[src/rtl/irq_ep_pkg.sv]
package irq_ep_pkg;

  // ---------------------------------------------------------------
  // Register map
  // ---------------------------------------------------------------
  localparam logic [11:0] EP_ENABLES_OFFSET = 12'h098;
  localparam logic [11:0] EVT_STATUS_OFFSET = 12'h09C;
  localparam logic [11:0] EVT_MASK_OFFSET   = 12'h0A0;
  localparam logic [11:0] SOURCE_OFFSET     = 12'h0A4;
  localparam logic [11:0] BUS_STATUS_OFFSET = 12'h0A8;

  localparam logic [31:0] EP_ENABLES_RESET  = 32'h0000_0000;
  localparam logic [31:0] EP_ENABLES_WMASK  = 32'h97FF_FFFF;
  localparam logic [31:0] BUS_STATUS_RESET  = 32'h0000_0000;
  localparam logic [31:0] BUS_CHANGE_MASK   = 32'h0000_FFFF;

  // ---------------------------------------------------------------
  // Field positions
  // ---------------------------------------------------------------
  localparam int ALWAYS_ON_BIT       = 31;
  localparam int OTP_DONE_BIT        = 28;
  localparam int TX_LP_ENTRY_BIT     = 26;
  localparam int TX_LP_EXIT_BIT      = 25;
  localparam int RX_LP_BIT           = 24;
  localparam int MAC_RST_TO_BIT      = 23;
  localparam int RX_FIFO_OVF_BIT     = 22;
  localparam int TX_ERR_BIT          = 21;
  localparam int BUS_STS_BIT         = 20;
  localparam int TX_DIS_BIT          = 19;
  localparam int RX_DIS_BIT          = 18;
  localparam int XCVR_BIT            = 17;
  localparam int DATA_PORT_BIT       = 16;
  localparam int MAC_ERR_BIT         = 15;
  localparam int TX_FIFO_UNDER_BIT   = 14;
  localparam int TX_FIFO_OVER_BIT    = 13;
  localparam int BULKIN_PEND_BIT     = 12;
  localparam int PIN_COUNT           = 12;

  // Interrupt status bits for software
  localparam int IRQ_SENT_BIT        = 0;
  localparam int IRQ_EVENT_BIT       = 1;

  // ---------------------------------------------------------------
  // Carriers
  // ---------------------------------------------------------------
  typedef struct packed {
    logic        otp_done;
    logic        tx_lp_entry;
    logic        tx_lp_exit;
    logic        rx_lp;
    logic        mac_rst_to;
    logic        rx_fifo_ovf;
    logic        tx_err;
    logic        tx_dis;
    logic        rx_dis;
    logic        xcvr;
    logic        data_port;
    logic        mac_err;
    logic        tx_fifo_under;
    logic        tx_fifo_over;
    logic        bulkin_pend;
    logic [11:0] pins;
  } event_t;

  typedef struct packed {
    logic        poll;
    logic        busy;
  } ep_req_t;

endpackage : irq_ep_pkg

[src/rtl/event_map.sv]
`timescale 1ns/100ps
module event_map
  import irq_ep_pkg::*;
(
  input  event_t       events,
  input  wire logic    bus_change,
  output logic [31:0]  source_word
);

  // ---------------------------------------------------------------
  // Place each event at its enable position
  // ---------------------------------------------------------------
  always_comb begin
    source_word                    = 32'h0000_0000;
    source_word[OTP_DONE_BIT]      = events.otp_done;
    source_word[TX_LP_ENTRY_BIT]   = events.tx_lp_entry;
    source_word[TX_LP_EXIT_BIT]    = events.tx_lp_exit;
    source_word[RX_LP_BIT]         = events.rx_lp;
    source_word[MAC_RST_TO_BIT]    = events.mac_rst_to;
    source_word[RX_FIFO_OVF_BIT]   = events.rx_fifo_ovf;
    source_word[TX_ERR_BIT]        = events.tx_err;
    source_word[BUS_STS_BIT]       = bus_change;
    source_word[TX_DIS_BIT]        = events.tx_dis;
    source_word[RX_DIS_BIT]        = events.rx_dis;
    source_word[XCVR_BIT]          = events.xcvr;
    source_word[DATA_PORT_BIT]     = events.data_port;
    source_word[MAC_ERR_BIT]       = events.mac_err;
    source_word[TX_FIFO_UNDER_BIT] = events.tx_fifo_under;
    source_word[TX_FIFO_OVER_BIT]  = events.tx_fifo_over;
    source_word[BULKIN_PEND_BIT]   = events.bulkin_pend;
    source_word[PIN_COUNT-1:0]     = events.pins;
  end

endmodule : event_map

[src/rtl/usb_interrupt_endpoint_event_gate.sv]
// What this block does
// - Always-on bit sends packet every poll
// - Otherwise packet only after enabled event
// - Enable zero blocks, one allows event
// - Bit 28 gates OTP write done
// - Bits 26..24 gate low-power idle events
// - Bit 23 gates MAC reset timeout
// - Bit 22 gates receive FIFO overflow
// - Bit 21 gates transmit error
// - Bit 20 gates bus status change
// - Bits 19, 18 gate path disables
// - Bit 17 gates transceiver interrupt
// - Bit 16 gates data port event
// - Bit 15 gates MAC error
// - Bits 14, 13 gate FIFO under/overrun
// - Bit 12 gates bulk-in frame pending
// - Bits 11..0 gate twelve pin events
// - Bus status flag from change bits
//
// Implementation choice: the APB interface to the registers.
`timescale 1ns/100ps
module usb_interrupt_endpoint_event_gate
  import irq_ep_pkg::*;
(
  input  wire logic        clk,
  input  wire logic        rst,
  input  wire logic        psel,
  input  wire logic        penable,
  input  wire logic        pwrite,
  input  wire logic [11:0] paddr,
  input  wire logic [31:0] pwdata,
  input  wire logic [3:0]  pstrb,
  output logic             pready,
  output logic [31:0]      prdata,
  output logic             pslverr,
  input  event_t           events,
  input  wire logic [15:0] bus_change_set,
  input  wire logic [15:0] bus_state,
  input  wire logic        poll,
  output logic             packet_send,
  output logic [31:0]      packet_status,
  output logic             irq
);

  // ---------------------------------------------------------------
  // State
  // ---------------------------------------------------------------
  logic [31:0] enables;
  logic [31:0] latched_src;
  logic [15:0] bus_changes;
  logic        pending;
  logic [1:0]  evt_status;
  logic [1:0]  evt_mask;
  logic [31:0] rdata_mux;
  logic [31:0] source_word;
  logic [31:0] byte_mask;

  // ---------------------------------------------------------------
  // Bus decode
  // ---------------------------------------------------------------
  wire         wr_en      = psel & penable & pwrite;
  wire         sel_enab   = paddr == EP_ENABLES_OFFSET;
  wire         sel_stat   = paddr == EVT_STATUS_OFFSET;
  wire         sel_mask   = paddr == EVT_MASK_OFFSET;
  wire         sel_src    = paddr == SOURCE_OFFSET;
  wire         sel_bus    = paddr == BUS_STATUS_OFFSET;
  wire         mapped     = sel_enab | sel_stat | sel_mask | sel_src
                            | sel_bus;

  assign byte_mask = {{8{pstrb[3]}}, {8{pstrb[2]}},
                      {8{pstrb[1]}}, {8{pstrb[0]}}};
  assign pready    = 1'b1;
  assign pslverr   = psel & penable & ~mapped;

  // ---------------------------------------------------------------
  // Event gating
  // ---------------------------------------------------------------
  // Bus change bits
  wire bus_flag = |bus_changes;

  event_map u_map (
    .events      (events),
    .bus_change  (bus_flag),
    .source_word (source_word)
  );

  // Per-source gating
  // ..each source bit meets its own enable bit
  wire [31:0] gated     = source_word & enables & EP_ENABLES_WMASK
                          & ~(32'h1 << ALWAYS_ON_BIT);
  wire        any_event = |gated;
  wire        always_on = enables[ALWAYS_ON_BIT];

  wire        send_now  = poll & (always_on | pending | any_event);

  // ---------------------------------------------------------------
  // Enable register
  // ---------------------------------------------------------------
  always_ff @(posedge clk or posedge rst) begin
    if (rst) begin
      enables <= EP_ENABLES_RESET;
    end else if (wr_en && sel_enab) begin
      enables <= (enables & ~(byte_mask & EP_ENABLES_WMASK))
                 | (pwdata & byte_mask & EP_ENABLES_WMASK);
    end
  end

  // ---------------------------------------------------------------
  // Bus change bits, write one to clear, set wins
  // ---------------------------------------------------------------
  wire [15:0] bus_clr = (wr_en && sel_bus) ?
                        (pwdata[15:0] & byte_mask[15:0]) : 16'h0000;

  always_ff @(posedge clk or posedge rst) begin
    if (rst) begin
      bus_changes <= BUS_STATUS_RESET[15:0];
    end else begin
      bus_changes <= (bus_changes & ~bus_clr) | bus_change_set;
    end
  end

  // ---------------------------------------------------------------
  // Pending request and packet
  // ---------------------------------------------------------------
  // Hold until next poll
  always_ff @(posedge clk or posedge rst) begin
    if (rst) begin
      pending <= 1'b0;
    end else if (send_now) begin
      pending <= 1'b0;
    end else if (any_event) begin
      pending <= 1'b1;
    end
  end

  // Sources stay latched so short pulses still reach the host
  always_ff @(posedge clk or posedge rst) begin
    if (rst) begin
      latched_src <= 32'h0000_0000;
    end else if (send_now) begin
      latched_src <= source_word;
    end else begin
      latched_src <= latched_src | source_word;
    end
  end

  always_ff @(posedge clk or posedge rst) begin
    if (rst) begin
      packet_send   <= 1'b0;
      packet_status <= 32'h0000_0000;
    end else begin
      packet_send   <= send_now;
      if (send_now) begin
        packet_status <= latched_src | source_word;
      end
    end
  end

  // ---------------------------------------------------------------
  // Software interrupt, write one to clear, set wins
  // ---------------------------------------------------------------
  wire [1:0] evt_set = {any_event, send_now};
  wire [1:0] evt_clr = (wr_en && sel_stat && pstrb[0]) ?
                       pwdata[1:0] : 2'b00;

  always_ff @(posedge clk or posedge rst) begin
    if (rst) begin
      evt_status <= 2'b00;
      evt_mask   <= 2'b00;
    end else begin
      evt_status <= (evt_status & ~evt_clr) | evt_set;
      if (wr_en && sel_mask && pstrb[0]) begin
        evt_mask <= pwdata[1:0];
      end
    end
  end

  assign irq = |(evt_status & evt_mask);

  // ---------------------------------------------------------------
  // Read mux
  // ---------------------------------------------------------------
  assign rdata_mux = sel_enab ? (enables & EP_ENABLES_WMASK) :
                     sel_stat ? {30'h0, evt_status} :
                     sel_mask ? {30'h0, evt_mask} :
                     sel_src  ? latched_src :
                     sel_bus  ? {bus_state, bus_changes} :
                     32'h0000_0000;

  always_ff @(posedge clk or posedge rst) begin
    if (rst) begin
      prdata <= 32'h0000_0000;
    end else if (psel && !penable && !pwrite) begin
      prdata <= rdata_mux;
    end
  end

endmodule : usb_interrupt_endpoint_event_gate

[config.mk]
export PLATFORM = sky130hd
export DESIGN_NAME = usb_interrupt_endpoint_event_gate
export DESIGN_NICKNAME = d
export VERILOG_FILES = /design/src/rtl/irq_ep_pkg.sv /design/src/rtl/event_map.sv /design/src/rtl/usb_interrupt_endpoint_event_gate.sv
export SDC_FILE = /design/constraint.sdc
export NUM_CORES = 1
export LEC_CHECK = 0
export ABC_CLOCK_PERIOD_IN_PS = 9800
export BUFFER_PORTS_ARGS = -buffer_cell sky130_fd_sc_hd__clkbuf_2
export CAP_MARGIN = 15
export CORE_AREA = 2 2 97 122
export DETAILED_ROUTE_END_ITERATION = 10
export DIE_AREA = 0 0 99 124
export HOLD_SLACK_MARGIN = 0.02
export PLACE_DENSITY = 0.82
export SLEW_MARGIN = 0
export SYNTH_ARGS = -nofsm -noshare
export SYNTH_HDL_FRONTEND = slang
export SYNTH_SLANG_ARGS = --single-unit
export TNS_END_PERCENT = 100
[constraint.sdc]
create_clock -name clk -period 9.8 [get_ports clk]
set_clock_uncertainty 0.2 [all_clocks]
set_input_delay 1.96 -clock clk [delete_from_list [all_inputs] [get_ports clk]]
set_output_delay 1.96 -clock clk [all_outputs]
set_load 0.05 [all_outputs]
==> impl_metrics.tcl <==
set metrics [dict create \
    outcome "finished clean" \
    area_used_by_multi_input_combinational_logic_um2 2335 \
    final_design_area_no_fill_um2 7531 \
    postPlaceCellArea_um2 7024 \
    diodes 0 \
    count_of_flip_flops_with_a_built_in_enable_after_synthesis 0 \
    dominantRegCellSynth "sky130_fd_sc_hd__dfrtp_1" \
    first_pass_grt_wire_length_um 26310 \
    clock_tree_from_tritoncts "built" \
    grt_antenna_before_repair 0 \
    layout.nets 826 \
    timing.critical_path.cells "clkbuf_2 > nor4_1 > and2_1 > and3_1 > buf_4 > nor3_1 > clkbuf_2" \
    seqCellArea_um2 3478 \
    drive_gt1_frac 0.3393 \
    drt_first_pass_iters 5 \
    worst_pin_slew_ps 1151 \
    count_of_final_max_slew_check_failures 0 \
    die_y_um 124 \
    average_via_count_per_standard_cell 6.004 \
    rsz_0062_raised_after_global_routing "false" \
    cp.required_ps 7640 \
    met3RoutedLength_um 1209 \
    clock.fmax_mhz 169.0 \
    cellPowerDensity_nw_per_um2 178.2 \
    max_slew_headroom 0.2309 \
    initial_utilization 0.5510 \
    synth_seq_area_share 0.5724 \
    uppermost_layer_routed "met4" \
    place_worst_setup_slack_ps 3932 \
    placedCellCount 829 \
    grt_max_degree 82 \
    final-setup-viol-count 0 \
    start_kind "input port" \
    grt_overflow 0 \
    post-cts-setup-buffers 0 \
    gr-usage-all-layers 0.2802 \
    internal_portion_of_total_power_mw 0.9710 \
    wl_met2_um 8622 \
    ioPinCount 181 \
    hold_viol_final 0 \
    clk_transition_reported_paths_ps 50 \
    placeableCoreArea_um2 11030 \
    wire_length_the_detailed_router_placed_on_met1_um 6592 \
    gate_family_responsible_for_the_most_delay_along_the_worst_path "simple AND/OR/NAND/NOR gates" \
    mappedNetlistArea_um2 6077 \
    post-route-drc-count 0 \
    worst-endpoint-arrival_ps 3760 \
    switching_power_mw 0.3710 \
    final_weighted_congestion_in_routability_driven_placement 0.8974 \
    worst-path-buf-inv 3 \
    pwr-share-seq 0.456 \
    clock_path_buffers 2 \
    port-buffer-count 172 \
    final_cell_mix "172 x sky130_fd_sc_hd__clkbuf_2, 139 x sky130_fd_sc_hd__dfrtp_1, 63 x sky130_fd_sc_hd__nor2_1, 44 x sky130_fd_sc_hd__a21o_1, 32 x sky130_fd_sc_hd__inv_1" \
    combinationalPowerShare 0.129 \
    die_w_um 99 \
    path_class "in -> out" \
    class_of_the_tightest_hold_or_removal_check "reg -> reg" \
    place_hpwl_um 11730 \
    vdd_ir_drop_max_v 0.0001276 \
    core.rowCount 43 \
    worst_skew_pair.late_latency_ps 410 \
    ys_ff_latch 139 \
    most_frequent_standard_cell_in_the_layout_excluding_fill_and_tap_cells "sky130_fd_sc_hd__clkbuf_2" \
    cap_viol_max_count 0 \
    synthToLayoutAreaGrowth_pct 23.92 \
    antenna_violating_nets_post_route 0 \
    power_leakage_nw 3.766 \
    quantity_of_gates_resized_following_cts 0 \
    finish.cell_count_without_fillers 857 \
    critical_path.max_stage_delay_ps 500 \
    worst_path_max_delay_cell "sky130_fd_sc_hd__nor4_1" \
    final.period_utilization 0.6038 \
    p_clk_frac 0.415 \
    n_fill_cell 839 \
    synthCells 542 \
    timing.critical_path.to_type "output pin" \
    number_of_clock_sinks_seen_by_cts 139 \
    cts_made_buffers 17 \
    crit_fanout 28 \
    post-route-min-period_ps 5917 \
    drtIter0Drc 341 \
    synthArstFlopShare 1.000 \
    postLayoutSetupSlackWorst_ps 3883 \
    cts-hold-fix-buffers 0 \
    setup_total_negative_slack_ps 0 \
    dieArea_um2 12280 \
    critical-path-top-cell-by-count "sky130_fd_sc_hd__clkbuf_2" \
    routed-via-count 5145 \
    routed_wirelength_normalized_by_instance_count_um 19.71 \
    synth.avg_cell_area_um2 11.21 \
    synth.yosys.warnings 0 \
    p_sw_frac 0.2764 \
    cts-root-buf "sky130_fd_sc_hd__clkbuf_16" \
    yosysUniqueCellTypes 40 \
    via_count_of_the_first_global_routing_pass 5234 \
    cts-htree-levels 4 \
    routed_wirelength_um 16890 \
]
[worst register-to-register path, delay by kind of cell, from the launching register on]
kind | cells | cell delay, ps
mux | 1 | 270
simple gates | 2 | 890
flops | 1 | 400
buf+inv | 1 | 440
compound gates | 2 | 770
[logic make-up after synthesis]
group / count (synthesis) / synth area share
buffers and inverters: 63 / 0.04900
flip-flops: 139 / 0.5724
AND/OR/NAND/NOR: 127 / 0.09656
other: 2 / 0.001236
AO/OA/AOI/OAI: 150 / 0.1740
multiplexers: 61 / 0.1069
[cell type report]
class                   count  share of cell area
clock buffers              20             0.06064
multi-input cells         343              0.3100
flip-flops and latches    139              0.4619
repair buffers            179              0.1213
well taps                 135             0.02243
clock inverters             8            0.006646
inverters                  33             0.01711
[state kept, by name, indices dropped and copies added, names as in the netlist]
register       count
prdata            32
enables           29
latched_src       28
packet_status     28
bus_changes       16
evt_mask           2
evt_status         2
packet_send        1
pending            1
[cells in the mapped netlist (7+ instances only)]
cell	instances	area [µm²]
sky130_fd_sc_hd__a21o_1	44	330.3
sky130_fd_sc_hd__mux2i_1	30	300.3
sky130_fd_sc_hd__nand2_1	30	112.6
sky130_fd_sc_hd__a22oi_1	30	225.2
sky130_fd_sc_hd__a22o_1	7	61.31
sky130_fd_sc_hd__nor4_1	7	43.79
sky130_fd_sc_hd__nor2_1	63	236.5
sky130_fd_sc_hd__mux2_2	31	349.1
sky130_fd_sc_hd__dfrtp_1	139	3478
sky130_fd_sc_hd__o22ai_1	25	156.4
sky130_fd_sc_hd__clkbuf_1	15	56.30
sky130_fd_sc_hd__a221oi_1	7	61.31
sky130_fd_sc_hd__inv_1	33	123.9
sky130_fd_sc_hd__a21oi_1	25	125.1
[stage by stage]
step                        util  total power [mW]  hold slack, ps
final                     0.6828             1.342           284.8
after global routing      0.6828             1.383           330.9
after CTS                 0.6828             1.348           287.4
after detailed placement  0.6369            0.7940           274.1
after global placement    0.6369            0.7902           265.7
after floorplan                -            0.7310           271.6
[path summary, 6_finish.rpt]
path                                     startpoint                            end  slack [ps]  depth (start not counted)
max reg2reg                bus_changes[3]$_DFF_PP0_  packet_status[20]$_DFFE_PP0P_        6730                          6
min in group asynchronous                       rst          packet_send$_DFF_PP0_        1390                          2
min reg2reg                  prdata[27]$_DFFE_PP0P_         prdata[27]$_DFFE_PP0P_         280                          2
max in group asynchronous                       rst   packet_status[5]$_DFFE_PP0P_        6580                          3
max                                        paddr[9]                        pslverr        3880                          7
min                          prdata[27]$_DFFE_PP0P_         prdata[27]$_DFFE_PP0P_         280                          2
[power by group through the flow]
| stage | sequential (mW) | combinational (mW) | clock (mW) |
|---|---|---|---|
| final | 0.612 | 0.174 | 0.557 |
| after detailed placement | 0.621 | 0.173 | 0 |
| after floorplan | 0.683 | 0.0483 | 0 |
| after global routing | 0.613 | 0.185 | 0.585 |
| after CTS | 0.611 | 0.174 | 0.563 |
| after global placement | 0.620 | 0.170 | 0 |
[layer usage]
| metal | GRT usage | up-vias |
|---|---|---|
| li1 | - | 2277 |
| met1 | 0.3521 | 2549 |
| met2 | 0.4780 | 278 |
| met3 | 0.05724 | 41 |
| met4 | 0.1122 | 0 |
| met5 | 0 | - |
Note: power is estimated with default switching activity, not from simulation.
